==> src/hdl/gpx_cfg.svh <==
// Register offsets, field positions, reset values for the port block.
`ifndef GPX_CFG_SVH
`define GPX_CFG_SVH
`define GPX_PORT_C_DATA_IDX 8'h07
`define GPX_PORT_D_DATA_IDX 8'h08
`define GPX_PORT_E_DATA_IDX 8'h09
`define GPX_PORT_C_DIR_IDX 8'h87
`define GPX_PORT_D_DIR_IDX 8'h88
`define GPX_PORT_E_CTRL_IDX 8'h89
`define GPX_ANALOG_CFG_IDX 8'h9f
`define GPX_PERIPH_SEL_IDX 8'hc0
`define GPX_PERIPH_EN_IDX 8'hc1
`define GPX_DIR_RESET 8'hff
`define GPX_E_CTRL_RESET 8'h0f
// Port E pins 2..0 come out of reset as analog inputs (bit one is analog).
`define GPX_ANALOG_RESET 8'h07
`define GPX_SLAVE_MODE_BIT 4
`define GPX_E_DIR3_BIT 3
`endif

==> src/hdl/gpx_pkg.sv <==
// Types shared by the port block.
package gpx_pkg;
  typedef logic [7:0] gpx_byte_t;
  typedef enum logic [1:0] {
    GPX_IDLE = 2'b00,
    GPX_READ = 2'b01,
    GPX_STORE = 2'b10
  } gpx_slave_state_t;
endpackage

==> src/hdl/gpx_pin_if.sv <==
// Pin bundle for one 8-bit port slice.
`timescale 1ns/1ns
interface gpx_pin_if;
  logic [7:0] latch;
  logic [7:0] dir;
  logic [7:0] per_sel;
  logic [7:0] per_out;
  logic [7:0] per_oe;
  logic [7:0] pin_o;
  logic [7:0] pin_oe;
  modport ctrl (output latch, dir, per_sel, per_out, per_oe,
                input pin_o, pin_oe);
  modport slice (input latch, dir, per_sel, per_out, per_oe,
                 output pin_o, pin_oe);
endinterface

==> src/hdl/gpx_ports.sv <==
// Ports C, D, E with the parallel slave data port, on AHB-Lite.
//
// Contract
// - Each of the eight port D pins has its own direction bit.
// - Slave mode select turns port D into an external 8-bit data port.
// - In slave mode port E pins 2..0 are the read, store, select inputs.
// - Port E bit 3 is input only and reads only when the fuse is zero.
// - Port E pins set as analog read back as zero.
// - Port E direction bits drive the buffers even when pins are analog.
// - After power-on port E pins 2..0 are analog and read as zero.
// - Read strobe low with select low drives the port D latch out.
// - Store strobe low with select low latches the port D pins.
// - Select high deselects; strobes act only while it is low.
// - Port E direction bit 3 does nothing and reads as one.
// - Reset loads all ones into port D direction.
// - Port C bits 3..7 can carry the serial peripheral lines.
// - Port C bits 0..2 can carry timer and capture/compare lines.
// - Direction one makes a pin an input; zero drives the latch.
`include "gpx_cfg.svh"
`timescale 1ns/1ns
module gpx_ports (
  // Bus.
  input wire logic hclk,
  input wire logic hresetn,
  input wire logic hsel,
  input wire logic [31:0] haddr,
  input wire logic [1:0] htrans,
  input wire logic hwrite,
  input wire logic [2:0] hsize,
  input wire logic [31:0] hwdata,
  input wire logic hready,
  output logic [31:0] hrdata,
  output logic hreadyout,
  output logic hresp,
  // Port C.
  input wire logic [7:0] port_c_in,
  output logic [7:0] port_c_out,
  output logic [7:0] port_c_oe,
  // Port C peripheral lines.
  input wire logic [7:0] periph_out,
  input wire logic [7:0] periph_oe,
  // Port D.
  input wire logic [7:0] port_d_in,
  output logic [7:0] port_d_out,
  output logic [7:0] port_d_oe,
  // Port E.
  input wire logic [3:0] port_e_in,
  output logic [2:0] port_e_out,
  output logic [2:0] port_e_oe,
  // Fuse and analog view.
  input wire logic reset_pin_enable_fuse,
  output logic [2:0] port_e_analog_sel
);
  gpx_pin_if c_if ();
  gpx_pin_if d_if ();

  gpx_pkg::gpx_byte_t port_c_latch_reg;
  gpx_pkg::gpx_byte_t port_d_latch_reg;
  gpx_pkg::gpx_byte_t port_d_in_reg;
  logic [2:0] port_e_latch_reg;
  gpx_pkg::gpx_byte_t port_c_dir_reg;
  gpx_pkg::gpx_byte_t port_d_dir_reg;
  gpx_pkg::gpx_byte_t port_e_ctrl_reg;
  gpx_pkg::gpx_byte_t analog_cfg_reg;
  gpx_pkg::gpx_byte_t periph_sel_reg;
  logic [7:0] periph_en_reg;
  gpx_pkg::gpx_slave_state_t slave_state_reg;
  gpx_pkg::gpx_slave_state_t slave_state_next;

  logic wr_pend_reg;
  logic [7:0] wr_idx_reg;

  // Bus decode.
  wire take = hsel & hready & htrans[1];
  wire [7:0] a_idx = haddr[9:2];
  wire wr_go = wr_pend_reg;
  wire [7:0] wb = hwdata[7:0];
  wire slave_mode = port_e_ctrl_reg[`GPX_SLAVE_MODE_BIT];
  wire [2:0] e_digital = ~analog_cfg_reg[2:0];

  // Parallel slave strobes (read, store, select on port E 0..2).
  wire read_n = port_e_in[0];
  wire store_n = port_e_in[1];
  wire select_n = port_e_in[2];
  wire ext_read = slave_mode & ~select_n & ~read_n;
  wire ext_store = slave_mode & ~select_n & ~store_n;

  always_comb begin
    slave_state_next = gpx_pkg::GPX_IDLE;
    if (ext_store) begin
      slave_state_next = gpx_pkg::GPX_STORE;
    end else if (ext_read) begin
      slave_state_next = gpx_pkg::GPX_READ;
    end
  end

  // Port E read: analog pins read zero, bit 3 only with fuse at zero.
  wire pe3 = port_e_in[3] & ~reset_pin_enable_fuse;
  wire [2:0] pe_lo = port_e_in[2:0] & e_digital;
  wire [7:0] pe_read = {4'h0, pe3, pe_lo};
  wire [7:0] pd_read = slave_mode ? port_d_in_reg : port_d_in;
  wire [7:0] e_ctrl_read = port_e_ctrl_reg | 8'h08;

  // Read address decode, one named hit per register.
  wire hit_c_data = (a_idx == `GPX_PORT_C_DATA_IDX);
  wire hit_d_data = (a_idx == `GPX_PORT_D_DATA_IDX);
  wire hit_e_data = (a_idx == `GPX_PORT_E_DATA_IDX);
  wire hit_c_dir = (a_idx == `GPX_PORT_C_DIR_IDX);
  wire hit_d_dir = (a_idx == `GPX_PORT_D_DIR_IDX);
  wire hit_e_ctrl = (a_idx == `GPX_PORT_E_CTRL_IDX);
  wire hit_analog = (a_idx == `GPX_ANALOG_CFG_IDX);
  wire hit_psel = (a_idx == `GPX_PERIPH_SEL_IDX);
  wire hit_pen = (a_idx == `GPX_PERIPH_EN_IDX);

  wire [7:0] rd_mux =
    hit_c_data ? port_c_in :
    hit_d_data ? pd_read :
    hit_e_data ? pe_read :
    hit_c_dir ? port_c_dir_reg :
    hit_d_dir ? port_d_dir_reg :
    hit_e_ctrl ? e_ctrl_read :
    hit_analog ? analog_cfg_reg :
    hit_psel ? periph_sel_reg :
    hit_pen ? periph_en_reg : 8'h00;

  always_ff @(posedge hclk or negedge hresetn) begin
    if (!hresetn) begin
      wr_pend_reg <= 1'b0;
      wr_idx_reg <= 8'h00;
      hrdata <= 32'h0;
    end else begin
      wr_pend_reg <= take & hwrite;
      wr_idx_reg <= a_idx;
      if (take & ~hwrite) begin
        hrdata <= {24'h0, rd_mux};
      end
    end
  end

  assign hreadyout = 1'b1;
  assign hresp = 1'b0;

  // Write strobes: writes land at the end of the data phase.
  wire wr_c_data = wr_go & (wr_idx_reg == `GPX_PORT_C_DATA_IDX);
  wire wr_d_data = wr_go & (wr_idx_reg == `GPX_PORT_D_DATA_IDX);
  wire wr_e_data = wr_go & (wr_idx_reg == `GPX_PORT_E_DATA_IDX);
  wire wr_c_dir = wr_go & (wr_idx_reg == `GPX_PORT_C_DIR_IDX);
  wire wr_d_dir = wr_go & (wr_idx_reg == `GPX_PORT_D_DIR_IDX);
  wire wr_e_ctrl = wr_go & (wr_idx_reg == `GPX_PORT_E_CTRL_IDX);
  wire wr_analog = wr_go & (wr_idx_reg == `GPX_ANALOG_CFG_IDX);
  wire wr_psel = wr_go & (wr_idx_reg == `GPX_PERIPH_SEL_IDX);
  wire wr_pen = wr_go & (wr_idx_reg == `GPX_PERIPH_EN_IDX);

  // Port C output latch.
  always_ff @(posedge hclk or negedge hresetn) begin
    if (!hresetn) begin
      port_c_latch_reg <= 8'h00;
    end else if (wr_c_data) begin
      port_c_latch_reg <= wb;
    end
  end

  // Port E output latch, pins 2..0 only.
  always_ff @(posedge hclk or negedge hresetn) begin
    if (!hresetn) begin
      port_e_latch_reg <= 3'h0;
    end else if (wr_e_data) begin
      port_e_latch_reg <= wb[2:0];
    end
  end

  // Port C direction.
  always_ff @(posedge hclk or negedge hresetn) begin
    if (!hresetn) begin
      port_c_dir_reg <= `GPX_DIR_RESET;
    end else if (wr_c_dir) begin
      port_c_dir_reg <= wb;
    end
  end

  // Port D direction, all inputs after any reset.
  always_ff @(posedge hclk or negedge hresetn) begin
    if (!hresetn) begin
      port_d_dir_reg <= `GPX_DIR_RESET;
    end else if (wr_d_dir) begin
      port_d_dir_reg <= wb;
    end
  end

  // Port E control: flags read zero and direction bit 3 is fixed at one.
  always_ff @(posedge hclk or negedge hresetn) begin
    if (!hresetn) begin
      port_e_ctrl_reg <= `GPX_E_CTRL_RESET;
    end else if (wr_e_ctrl) begin
      port_e_ctrl_reg <= {3'h0, wb[4], 1'b1, wb[2:0]};
    end
  end

  // Analog selection for port E pins 2..0.
  always_ff @(posedge hclk or negedge hresetn) begin
    if (!hresetn) begin
      analog_cfg_reg <= `GPX_ANALOG_RESET;
    end else if (wr_analog) begin
      analog_cfg_reg <= wb;
    end
  end

  // Spare peripheral select, kept readable for software.
  always_ff @(posedge hclk or negedge hresetn) begin
    if (!hresetn) begin
      periph_sel_reg <= 8'h00;
    end else if (wr_psel) begin
      periph_sel_reg <= wb;
    end
  end

  // Peripheral enable, one bit per port C pin.
  always_ff @(posedge hclk or negedge hresetn) begin
    if (!hresetn) begin
      periph_en_reg <= 8'h00;
    end else if (wr_pen) begin
      periph_en_reg <= wb;
    end
  end

  // Port D latch from software write; input register from external store in slave mode.
  always_ff @(posedge hclk or negedge hresetn) begin
    if (!hresetn) begin
      port_d_latch_reg <= 8'h00;
      port_d_in_reg <= 8'h00;
      slave_state_reg <= gpx_pkg::GPX_IDLE;
    end else begin
      slave_state_reg <= slave_state_next;
      if (slave_state_next == gpx_pkg::GPX_STORE) begin
        port_d_in_reg <= port_d_in;
      end
      if (wr_d_data) begin
        port_d_latch_reg <= wb;
      end
    end
  end

  // Port C: peripheral lines take over selected pins.
  assign c_if.latch = port_c_latch_reg;
  assign c_if.dir = port_c_dir_reg;
  assign c_if.per_sel = periph_en_reg;
  assign c_if.per_out = periph_out;
  assign c_if.per_oe = periph_oe;
  gpx_pin_mux c_mux (.p(c_if));
  assign port_c_out = c_if.pin_o;
  assign port_c_oe = c_if.pin_oe;

  // Port D: the slave port overrides direction in slave mode.
  wire [7:0] d_sel = {8{slave_mode}};
  assign d_if.latch = port_d_latch_reg;
  assign d_if.dir = port_d_dir_reg;
  assign d_if.per_sel = d_sel;
  assign d_if.per_out = port_d_latch_reg;
  assign d_if.per_oe = {8{ext_read}};
  gpx_pin_mux d_mux (.p(d_if));
  assign port_d_out = d_if.pin_o;
  assign port_d_oe = d_if.pin_oe;

  // Port E: direction bits govern drivers even for analog pins.
  assign port_e_out = port_e_latch_reg;
  assign port_e_oe = ~port_e_ctrl_reg[2:0];
  assign port_e_analog_sel = analog_cfg_reg[2:0];

  c_dir_drive_a: assert property (
    @(posedge hclk) disable iff (!hresetn)
    port_c_oe == ((periph_en_reg & periph_oe) | (~periph_en_reg & ~port_c_dir_reg)))
    else $error("port c driver wrong");

  dir3_reads_one_a: assert property (
    @(posedge hclk) disable iff (!hresetn)
    e_ctrl_read[3] == 1'b1) else $error("dir bit 3 not one");

  slave_drive_a: assert property (
    @(posedge hclk) disable iff (!hresetn)
    ext_read |-> (port_d_oe == 8'hff && port_d_out == port_d_latch_reg))
    else $error("slave read not driving latch");

  store_latch_a: assert property (
    @(posedge hclk) disable iff (!hresetn)
    ext_store |=> (port_d_in_reg == $past(port_d_in)))
    else $error("store did not latch pins");

  deselect_quiet_a: assert property (
    @(posedge hclk) disable iff (!hresetn)
    (slave_mode && select_n) |-> (port_d_oe == 8'h00))
    else $error("driving while deselected");

  gpio_dir_a: assert property (
    @(posedge hclk) disable iff (!hresetn)
    !slave_mode |-> (port_d_oe == ~port_d_dir_reg))
    else $error("port d direction wrong");

  analog_zero_a: assert property (
    @(posedge hclk) disable iff (!hresetn)
    (take && !hwrite && a_idx == `GPX_PORT_E_DATA_IDX)
    |=> ((hrdata[2:0] & $past(analog_cfg_reg[2:0])) == 3'h0))
    else $error("analog pin read nonzero");

  fuse_bit3_a: assert property (
    @(posedge hclk) disable iff (!hresetn)
    reset_pin_enable_fuse |-> (pe_read[3] == 1'b0))
    else $error("bit 3 visible with fuse set");

  e_dir_a: assert property (
    @(posedge hclk) disable iff (!hresetn)
    port_e_oe == ~port_e_ctrl_reg[2:0])
    else $error("port e driver mismatch");

  periph_take_a: assert property (
    @(posedge hclk) disable iff (!hresetn)
    (periph_en_reg[3] |-> port_c_oe[3] == periph_oe[3]))
    else $error("peripheral not in control");

  slave_quiet_a: assert property (
    @(posedge hclk) disable iff (!hresetn)
    (slave_mode && !ext_read) |-> (port_d_oe == 8'h00))
    else $error("port d driven outside a slave read");

  e_ctrl_fixed_a: assert property (
    @(posedge hclk) disable iff (!hresetn)
    (port_e_ctrl_reg[7:5] == 3'h0) && port_e_ctrl_reg[3])
    else $error("port e control fixed bits wrong");

  latch_write_a: assert property (
    @(posedge hclk) disable iff (!hresetn)
    wr_c_data |=> (port_c_latch_reg == $past(wb)))
    else $error("port c latch write lost");

  gpio_idle_a: assert property (
    @(posedge hclk) disable iff (!hresetn)
    !slave_mode |-> (slave_state_next == gpx_pkg::GPX_IDLE))
    else $error("slave strobe acted outside slave mode");

  read_cov: cover property (@(posedge hclk)
    slave_state_reg == gpx_pkg::GPX_READ);
  store_cov: cover property (@(posedge hclk)
    slave_state_reg == gpx_pkg::GPX_STORE);
  mode_cov: cover property (@(posedge hclk) $rose(slave_mode));
  periph_cov: cover property (@(posedge hclk) periph_en_reg != 8'h00);
endmodule

==> src/hdl/gpx_pin_mux.sv <==
// Output mux for one port: peripheral override or general latch.
`timescale 1ns/1ns
module gpx_pin_mux (
  gpx_pin_if.slice p
);
  // Direction one means high impedance, zero drives the latch.
  assign p.pin_o = (p.per_sel & p.per_out) | (~p.per_sel & p.latch);
  assign p.pin_oe = (p.per_sel & p.per_oe) | (~p.per_sel & ~p.dir);
endmodule

==> config.mk <==
export PLATFORM = sky130hd
export DESIGN_NAME = gpx_ports
export DESIGN_NICKNAME = d
export VERILOG_FILES = /design/src/hdl/gpx_pkg.sv /design/src/hdl/gpx_pin_if.sv /design/src/hdl/gpx_ports.sv /design/src/hdl/gpx_pin_mux.sv
export VERILOG_INCLUDE_DIRS = /design/src /design/src/hdl
export SDC_FILE = /design/constraint.sdc
export NUM_CORES = 1
export LEC_CHECK = 0
export BUFFER_PORTS_ARGS = -buffer_cell sky130_fd_sc_hd__buf_2
export CORE_MARGIN = 4
export CORE_UTILIZATION = 49
export CTS_CLUSTER_DIAMETER = 40
export DETAILED_ROUTE_END_ITERATION = 10
export PLACE_DENSITY_LB_ADDON = 0.05
export SYNTH_ARGS = -nofsm -noshare
export SYNTH_HDL_FRONTEND = slang
export SYNTH_HIERARCHICAL = 1
export SYNTH_SLANG_ARGS = --single-unit
==> constraint.sdc <==
create_clock -name hclk -period 2.9 [get_ports hclk]
set_input_delay 0.145 -clock hclk [delete_from_list [all_inputs] [get_ports hclk]]
set_output_delay 0.145 -clock hclk [all_outputs]
set_load 0.01 [all_outputs]
# Word-level counts from Yosys, hierarchy flattened
# Index checks and enable logic that the tools add are counted.
[totals]
output_inout_bits = 75
reg_bits = 88
elab_cells = 85
[classes]
mux = 12
n_eq_ne = 19
n_bitwise = 41
[ops]
columns = ["cell", "n"]
rows = [
  ["8-bit == test (second input constant)", 12],
  ["8-bit 2-to-1 mux", 10],
  ["8-bit AND", 8],
  ["8-bit by 4-bit == test with 1-bit output (second input constant)", 4],
  ["8-bit NOT", 4],
  ["8-bit OR", 4],
  ["1-bit AND", 17],
  ["8-bit by 3-bit == test with 1-bit output (second input constant)", 2],
  ["3-bit NOT", 2],
  ["1-bit NOT", 5],
  ["3-bit AND", 1],
  ["2-bit == test (second input constant)", 1],
  ["2-bit 2-to-1 mux", 1],
  ["1-bit 2-to-1 mux", 1],
]

# Longest topological paths before layout
# Gate-level depths: netlist of run 1.
[logic_depth]
ltp_word = 10
ltp_mapped = 7
ltp_nobuf = 5

# Hierarchy
# The synthesis of run 1 kept the hierarchy.
[modules_own_cells]
columns = ["mod", "cells_per_inst", "n_inst", "seq_area_each_um2", "area_each_um2"]
rows = [
  ["gpx_ports", 360, 1, 2229.6, 4379.2],
  ["gpx_pin_mux", 24, 2, 0.0, 190.2],
]

# Least setup slack after synthesis of run 1
# No wires, ideal clock.
[synth_timing]
path_kind = "register to register"
start = "register port_e_ctrl_reg[4]"
end = "register hrdata[1]"
required_ns = 2.766
t_arrival_ns = 2.001
stages_incl_launch_ff = 7
slack_ns = 0.765
setup_ns = 0.134
synth_period_minus_slack_ns = 2.135
cell_sequence = "dfrtp_1 > buf_2 > mux2_2 > o21ai_1 > a21oi_1 > a222oi_1 > o21ai_1"
[synth_via]
elab_chain_cells = 3
[synth_lines]
columns = ["element", "line", "rtl"]
rows = [
  ["start, declared", "gpx_ports.sv:63", "gpx_pkg::gpx_byte_t port_e_ctrl_reg;"],
  ["start signal, assigned", "gpx_ports.sv:193", "port_e_ctrl_reg <= `GPX_E_CTRL_RESET;"],
  ["start signal, assigned", "gpx_ports.sv:195", "port_e_ctrl_reg <= {3'h0, wb[4], 1'b1, wb[2:0]};"],
  ["8-bit 2-to-1 mux", "gpx_ports.sv:101", "wire [7:0] pd_read = slave_mode ? port_d_in_reg : port_d_in;"],
  ["8-bit 2-to-1 mux", "gpx_ports.sv:117", "hit_d_data ? pd_read :"],
  ["8-bit 2-to-1 mux", "gpx_ports.sv:116", "hit_c_data ? port_c_in :"],
  ["end signal, assigned", "gpx_ports.sv:135", "hrdata <= {24'h0, rd_mux};"],
  ["end, declared", "gpx_ports.sv:32", "output logic [31:0] hrdata,"],
]
# Every way passes these cells.
# A chain may end at the register's enable or synchronous reset.

# Worst setup path in the final report of run 1
[layout_timing]
start = "register port_e_ctrl_reg[4]"
end = "output port port_d_oe[2]"
[layout_via]
elab_chain_cells = 4
[layout_lines]
columns = ["element", "line", "rtl"]
rows = [
  ["1-bit AND (2 in series)", "gpx_ports.sv:85", "wire ext_read = slave_mode & ~select_n & ~read_n;"],
  ["via ext_read", "gpx_ports.sv:85", ""],
  ["8-bit AND", "gpx_pin_mux.sv:8", "assign p.pin_oe = (p.per_sel & p.per_oe) | (~p.per_sel & ~p.dir);"],
  ["8-bit OR", "gpx_pin_mux.sv:8", ""],
  ["end, declared", "gpx_ports.sv:45", "output logic [7:0] port_d_oe,"],
]
# The timed path passes the listed nets, and every way through them passes these cells.

==> results of run 1 <==
[worst register-to-register path, cell delays in order (launching register included)]
cell	delay, ps
dfrtp_1	360
nand2b_1	190
nor4_4	250
nand2_1	200
nor4_4	620
mux2_2	420
[metrics by stage]
step / setup slack, ps / util (%) / total power [mW]
after floorplan: 765 / - / 1.56
after global placement: 752 / 57.5 / 1.69
after detailed placement: 754 / 57.5 / 1.70
after CTS: 585 / 60.7 / 2.66
after global routing: 456 / 60.7 / 2.75
final: 609 / 60.7 / 2.64
[cell type report]
class                      count  area [sq um]  area share, %
multi-input combinational    298          2320           41.0
sequential                    88          2230           39.4
timing repair buffer         127           708           12.5
tap                          129           161           2.85
clock buffer                  11           141           2.50
clock inverter                 5          81.3           1.44
inverter                       5          18.8          0.331
[Yosys cell counts, types with 2 or more instances]
library cell	instances	area [sq um]
nand4_1	2	12.5
nand4b_1	4	35.0
o2bb2ai_1	6	52.6
nor4_4	2	42.5
a22oi_1	2	15.0
a31oi_1	3	18.8
buf_2	6	30.0
inv_1	5	18.8
nand2_1	30	113
or3_1	2	12.5
o21ai_0	24	120
nand2b_1	7	43.8
nor3b_1	3	22.5
o21ai_1	5	25.0
nor2_1	13	48.8
nor3_1	3	15.0
dfrtp_1	66	1650
o221ai_1	4	35.0
mux2i_1	11	110
clkbuf_1	5	18.8
a222oi_1	2	20.0
conb_1	2	7.51
nand3_1	4	20.0
o22ai_1	8	50.1
nor4b_1	2	17.5
dfstp_2	22	578
a21oi_1	23	115
nor4_1	2	12.5
mux2_4	16	240
mux2_2	76	856
buf_4	29	218
[metal layers]
layer / track usage, % / share of wire (%) / routed length [microns]
met3: 3.95 / 6.6 / 816
met4: 8.40 / 2.7 / 328
met5: 0 / 0 / 0
met2: 33.7 / 45 / 5520
met1: 30.7 / 46 / 5670
[power by group through the flow]
stage / sequential [mW] / combinational [mW] / clock, mW
after floorplan: 1.37 / 0.196 / 0
after global placement: 1.37 / 0.320 / 0
after detailed placement: 1.37 / 0.325 / 0
after CTS: 1.35 / 0.335 / 0.973
after global routing: 1.36 / 0.367 / 1.03
final: 1.35 / 0.333 / 0.961
[worst max path at each step]
stage,to,cells after the start
final,port_d_oe[2],5
after global routing,port_d_oe[2],5
after CTS,port_d_oe[2],5
after detailed placement,hrdata[4],6
after global placement,hrdata[4],6
after floorplan,hrdata[1],6
[kinds of logic (layout without fill, tap and decap cells)]
logic type      count (synthesis)  in the layout  share of synthesized area (%)
flops                          88             88                           46.8
simple gates                   87             87                           11.0
compound gates                 82             82                           10.4
other cells                     2             26                          0.158
mux                           103            103                           25.3
buf+inv                        46            148                           6.23
[what timing repair did]
| action | 4_1_cts | 5_1_grt |
|---|---|---|
| hold buffers | 8 | 0 |
| hold endpoints to repair | 39 | 0 |
| setup endpoints to repair | 0 | 0 |
==> results.json, run 1 <==
{
  "ys_ff_latch": 88,
  "slew_violations": 0,
  "clk_path_buf_depth": 2,
  "gp_congestion": 0.862,
  "reg2reg_slack_ps": 750,
  "critPathMaxFanout": 12,
  "yosysWarnings": 6,
  "cts_tree": "built",
  "dieArea_sq_um": 11400,
  "crit_buf_inv": 1,
  "end_kind": "output port",
  "drc_errors": 0,
  "stdcell_count": 663,
  "grt_max_degree": 47,
  "crit_path_start": "port_e_ctrl_reg[4]",
  "synth_async_sr_flop_share_pct": 100,
  "root_buffer": "clkbuf_8",
  "worstSkewPairLatency_ps": 360,
  "stdcell_area_sq_um": 5660,
  "dpl.cell_count": 639,
  "final_common_cell": "buf_2",
  "pin_count": 186,
  "hold_violations": 0,
  "hold_slack_ps": 23.2,
  "setup_tns_ps": 0,
  "period_minus_slack_ps": 2290,
  "path_class": "reg2out",
  "ys.flop_type": "dfrtp_1",
  "syn_avg_cell_area_sq_um": 11.7,
  "rows": 35,
  "fin_crit_sh_pct": 79.0,
  "mostFrequentLayoutCells": "buf_2 (106), mux2_2 (76), dfrtp_1 (66)",
  "nets": 640,
  "finalClockSkew_ps": 11.4,
  "synth_edf_count": 0,
  "clkSlewWorstSetupHoldPaths_ps": 90,
  "core_sq_um": 9330,
  "fill_cells": 829,
  "rr_startpoint": "wr_idx_reg[5]",
  "vias": 3641,
  "whs_path_depth": 2,
  "status": "completed",
  "min_from": "port_d_in[1]",
  "power_frac_seq_pct": 51.1,
  "cp_top_family": "simple AND/OR/NAND/NOR gates",
  "grt_pass1_wl_mm": 19.1,
  "syn_inst": 408,
  "max-slew-margin-rel_pct": 47.0,
  "start_util_pct": 51.0,
  "power_frac_comb_pct": 12.6,
  "seq_area_frac_synth_pct": 46.8,
  "power.share.clock_pct": 36.3,
  "tightest_slew_ps": 789,
  "antenna_found_initial": 0,
  "start_kind": "flip-flop",
  "syn_area_sq_um": 4760,
  "worstReg2RegEnd": "periph_sel_reg[0]",
  "rsz0062_at_grt": "no",
  "diodes": 0,
  "reg2reg_depth": 5,
  "ir_drop_v": 0.000293,
  "drtIter0Drc": 195,
  "netSwitchingFraction_pct": 25.6,
  "die_x_microns": 107,
  "p_sw_mw": 0.678,
  "routedWlPerCell_microns": 18.6,
  "avgViaCountPerCell": 5.49,
  "power.density_nw_per_um2": 467,
  "routed_wl_mm": 12.3,
  "path_cells": "nand2b_1 > nor2_1 > nand2_1 > o21ai_0 > buf_2",
  "ant_nets": 0,
  "p_int_mw": 1.97,
  "cts_resized": 0,
  "drive_gt1_share_pct": 48.1,
  "port_buffers": 107,
  "detailedRoute.firstPassIterationCount": 5,
  "holdPathEnd": "port_d_in_reg[1]",
  "grt-ovfl-total": 0,
  "grt.total_usage_pct": 21.8,
  "grt_pass1_vias": 3557,
  "area_growth_pct": 19.0,
  "slowest_delay_ps": 750,
  "slowest_stage": "dfrtp_1",
  "placed_area_sq_um": 5360,
  "hp-class": "in2reg",
  "cts_buffers": 9,
  "die_h_microns": 107,
  "ctsHtreeMaxLevel": 3,
  "cellLeakagePower_nw": 2.63,
  "synth_cell_types": 50,
  "drv_cap": 0,
  "fmaxAchievable_mhz": 436,
  "dp_hpwl_mm": 8.74,
  "crit_arrival_ps": 2150,
  "cts_setup_buffers": 0,
  "cts_sinks": 88,
  "setup_viol": 0,
  "required_ps": 2760
}
No activity file was read; power rests on OpenSTA's default activity.
==> run 2, diff against run 1 <==
==> constraint.sdc (replaced) <==
create_clock -name hclk -period 2.4 [get_ports hclk]
set_input_delay 0.12 -clock hclk [delete_from_list [all_inputs] [get_ports hclk]]
set_output_delay 0.12 -clock hclk [all_outputs]
set_load 0.01 [all_outputs]
==> results.json, run 2 (synthesis results as in run 1) <==
{
  "status": "completed",
  "clk_path_buf_depth": 2,
  "crit_path_start": "port_e_ctrl_reg[4]",
  "cp_top_family": "simple AND/OR/NAND/NOR gates",
  "setup_tns_ps": 0,
  "critPathMaxFanout": 12,
  "grt.total_usage_pct": 22.1,
  "grt_pass1_vias": 3555,
  "finalClockSkew_ps": 16.3,
  "cellLeakagePower_nw": 2.67,
  "grt_pass1_wl_mm": 19.3,
  "drive_gt1_share_pct": 48.4,
  "required_ps": 2280,
  "cts_sinks": 88,
  "dp_hpwl_mm": 8.91,
  "fill_cells": 809,
  "setup_slack_ps": 252,
  "hold_violations": 0,
  "start_util_pct": 51.0,
  "reg2reg_slack_ps": 500,
  "die_x_microns": 107,
  "routed_wl_mm": 12.4,
  "avgViaCountPerCell": 5.46,
  "setup_viol": 0,
  "fin_crit_sh_pct": 89.5,
  "rr_startpoint": "wr_idx_reg[1]",
  "path_class": "reg2out",
  "cts_tree": "built",
  "rows": 35,
  "power.density_nw_per_um2": 528,
  "die_h_microns": 107,
  "path_cells": "buf_4 > nand2b_1 > nor2_1 > nand2_1 > o21ai_0 > buf_2",
  "dieArea_sq_um": 11400,
  "period_minus_slack_ps": 2150,
  "detailedRoute.firstPassIterationCount": 8,
  "fmaxAchievable_mhz": 465,
  "holdPathEnd": "port_d_in_reg[7]",
  "antenna_found_initial": 0,
  "ir_drop_v": 0.000298,
  "final_common_cell": "buf_2",
  "start_kind": "flip-flop",
  "mostFrequentLayoutCells": "buf_2 (106), mux2_2 (76), dfrtp_1 (66)",
  "cts_buffers": 9,
  "reg2reg_depth": 5,
  "crit_arrival_ps": 2030,
  "pre_cts_ws_ps": 482,
  "drv_cap": 0,
  "vias": 3690,
  "ant_nets": 0,
  "tightest_slew_ps": 664,
  "area_growth_pct": 20.8,
  "drtIter0Drc": 232,
  "grt-ovfl-total": 0,
  "pin_count": 186,
  "nets": 653,
  "crit_buf_inv": 2,
  "slowest_delay_ps": 510,
  "root_buffer": "clkbuf_8",
  "grt_max_degree": 47,
  "worstSkewPairLatency_ps": 370,
  "port_buffers": 107,
  "end_kind": "output port",
  "hp-class": "in2reg",
  "cts_resized": 0,
  "whs_path_depth": 2,
  "min_from": "port_d_in[7]",
  "slowest_stage": "nor2_1",
  "max-slew-margin-rel_pct": 55.6,
  "rsz0062_at_grt": "no",
  "cts_setup_buffers": 0,
  "clkSlewWorstSetupHoldPaths_ps": 90,
  "diodes": 0,
  "gp_congestion": 0.904,
  "ctsHtreeMaxLevel": 3,
  "routedWlPerCell_microns": 18.3,
  "power.total_mw": 3.04,
  "slew_violations": 0,
  "core_sq_um": 9330,
  "drc_errors": 0,
  "worstReg2RegEnd": "d_if.latch[0]"
}
## run 2: cell count changes in the layout (fill, tap and decap cells not counted)
cell	before	now
buf_12	0	1
buf_4	13	19
bufinv_16	2	0
clkbuf_1	1	0
clkbuf_8	10	9
clkinv_4	1	0
clkinvlp_4	1	2
dlygate4sd3_1	8	14
inv_6	0	2
inv_8	0	2
## run 2: area by class of cell
type / count / area [sq um] / area share, %
clock inverters: 7 / 60.1 / 1.04
clock buffers: 9 / 124 / 2.15
well taps: 129 / 161 / 2.81
inverters: 5 / 18.8 / 0.326
flip-flops and latches: 88 / 2230 / 38.8
repair buffers: 140 / 833 / 14.5
multi-input cells: 298 / 2320 / 40.4
## run 2: repair_timing
action                                 4_1_cts  5_1_grt
hold buffers                                14        0
endpoints found under the hold margin       48        0
setup endpoints to repair                    0        0
## run 2: worst max path at each step
stage | to | slack [ps] | cells past startpoint
6_report | port_d_oe[2] | 250 | 6
5_1_grt | port_d_oe[5] | 110 | 6
4_1_cts | port_d_oe[2] | 250 | 6
3_5_place_dp | d_if.latch[6] | 480 | 6
3_3_place_gp | d_if.latch[6] | 520 | 6
2_1_floorplan | hrdata[1] | 260 | 6
## run 2: per-layer routing
layer / part of all wire [%] / track usage (%) / routed length (microns) / vias up
li1: - / - / - / 1720
met1: 44 / 30.8 / 5400 / 1795
met2: 47 / 35.2 / 5790 / 164
met3: 8.2 / 3.70 / 1010 / 11
met4: 1.4 / 7.21 / 167 / 0
met5: 0 / 0 / 0 / -
## run 2: power breakdown
| group | internal (mW) | leakage, nW | switching [mW] |
|---|---|---|---|
| Clock | 0.396 | 0.0901 | 0.590 |
| Sequential | 1.57 | 1.09 | 0.0549 |
| Combinational | 0.198 | 1.50 | 0.221 |
| Total | 2.17 | 2.67 | 0.866 |
## run 2: through the flow
step                hold WS (ps)  utilization, %  instance area [sq um]  std cells
floorplan                   -176               -                   4850        432
global placement             172            58.2                   5430        646
detailed placement           186            58.2                   5430        646
CTS                         1.58            61.6                   5750        676
global route                12.7            61.6                   5750        676
finish                      13.6            61.6                   5750        676
==> run 3, diff against run 2 <==
--- a/config.mk
+++ b/config.mk
@@ -7,6 +7,7 @@
 export NUM_CORES = 1
 export LEC_CHECK = 0
 export BUFFER_PORTS_ARGS = -buffer_cell sky130_fd_sc_hd__buf_2
+export CORE_ASPECT_RATIO = 1.1
 export CORE_MARGIN = 4
 export CORE_UTILIZATION = 49
 export CTS_CLUSTER_DIAMETER = 40
==> results.json, run 3 (synthesis results as in run 1) <==
{
  "status": "completed",
  "detailedRoute.firstPassIterationCount": 5,
  "power_frac_comb_pct": 13.4,
  "rsz0062_at_grt": "no",
  "path_class": "reg2out",
  "clkSlewWorstSetupHoldPaths_ps": 100,
  "p_sw_mw": 0.841,
  "power.density_nw_per_um2": 546,
  "grt-ovfl-total": 0,
  "final_common_cell": "buf_2",
  "drive_gt1_share_pct": 48.5,
  "dieArea_sq_um": 11400,
  "ctsHtreeMaxLevel": 3,
  "max-slew-margin-rel_pct": 55.0,
  "cts_tree": "built",
  "core_sq_um": 9400,
  "start_util_pct": 50.6,
  "drtIter0Drc": 189,
  "dp_hpwl_mm": 9.06,
  "required_ps": 2280,
  "vias": 3677,
  "tightest_slew_ps": 673,
  "grt_util_met1_pct": 31.9,
  "busiest_layer": "met2",
  "ant_nets": 0,
  "finalClockSkew_ps": 10.2,
  "hold_violations": 0,
  "cellLeakagePower_nw": 2.67,
  "setup_viol": 0,
  "grt_max_degree": 47,
  "power.share.clock_pct": 34.5,
  "drv_cap": 0,
  "fmaxAchievable_mhz": 485,
  "grt_pass1_vias": 3793,
  "cts_sinks": 88,
  "stdcell_area_sq_um": 5730,
  "p_int_mw": 2.29,
  "power_frac_seq_pct": 52.1,
  "drc_errors": 0,
  "fin_crit_sh_pct": 85.9,
  "multiInputGateArea_sq_um": 2320,
  "finalCoreUtilization_pct": 60.9,
  "ir_drop_v": 0.000341,
  "crit_arrival_ps": 1940,
  "critPathMaxFanout": 8,
  "antenna_found_initial": 0,
  "start_kind": "flip-flop",
  "clk_path_buf_depth": 2,
  "end_kind": "output port",
  "cts_resized": 0,
  "port_buffers": 107,
  "met2_usage_pct": 35.2,
  "slew_violations": 0,
  "area_growth_pct": 20.3,
  "avgViaCountPerCell": 5.56,
  "period_minus_slack_ps": 2060,
  "hp-class": "in2reg",
  "worstSkewPairLatency_ps": 370,
  "grt.total_usage_pct": 22.7,
  "routed_wl_mm": 12.6,
  "gp_congestion": 0.866,
  "pin_count": 186,
  "cts_buffers": 9,
  "seqCellArea_sq_um": 2230,
  "die_x_microns": 102,
  "fill_cells": 829,
  "rows": 37,
  "routedWlPerCell_microns": 19.1,
  "root_buffer": "clkbuf_8",
  "grt_pass1_wl_mm": 19.9,
  "met3_usage_pct": 3.07,
  "nets": 650,
  "setup_tns_ps": 0,
  "netSwitchingFraction_pct": 26.9,
  "placed_area_sq_um": 5410,
  "die_h_microns": 111,
  "diodes": 0,
  "mostFrequentLayoutCells": "buf_2 (106), mux2_2 (76), dfrtp_1 (66)"
}
[run 3: metrics by stage]
step,power [mW],hold WS (ps),instances,setup WS [ps]
after detailed placement,2.06,154,634,445
final,3.13,6.25,661,338
after CTS,3.14,0.617,661,377
after global placement,2.05,154,634,462
after global routing,3.27,3.92,661,172
after floorplan,1.89,-176,432,265
[run 3: timing repair]
action / CTS / global route
endpoints found under the hold margin: 39 / 0
buffers inserted: 0 / 0
hold buffers: 11 / 0
[run 3: layout make-up]
class,count,share of cell area (%)
clock inverter,5,1.11
inverter,5,0.328
sequential,88,38.9
timing repair buffer,137,14.0
tap,117,2.56
multi-input combinational,298,40.6
clock buffer,11,2.47
[run 3: path summary, 6_finish.rpt]
kind                               startpoint          endpoint  slack, ps  cells past startpoint
setup reg to reg                wr_idx_reg[5]     d_if.latch[0]        480                      6
hold reg to reg                 port_e_out[0]     port_e_out[0]        510                      1
max in group asynchronous             hresetn       c_if.dir[3]       1410                      3
hold / removal                   port_d_in[5]  port_d_in_reg[5]          6                      2
setup / recovery           port_e_ctrl_reg[4]      port_d_oe[4]        340                      5
min in group asynchronous             hresetn     wr_idx_reg[2]        290                      2
[run 3: critical path: stages, from the launching register on]
cell      delay [ps]
dfrtp_1          550
nand2b_1         130
nor2_1           540
nand2_1          100
o21ai_0          110
buf_2            160
[run 3: layer usage]
layer	vias up	wire [microns]
li1	1713	-
met4	0	298
met5	-	0
met1	1800	5450
met2	145	5950
met3	19	914
[run 3: power by group through the flow]
stage	combinational [mW]	clock [mW]	sequential (mW)
after detailed placement	0.405	0	1.66
after global placement	0.396	0	1.65
after CTS	0.420	1.09	1.63
after global routing	0.464	1.16	1.64
final	0.418	1.08	1.63
after floorplan	0.237	0	1.65
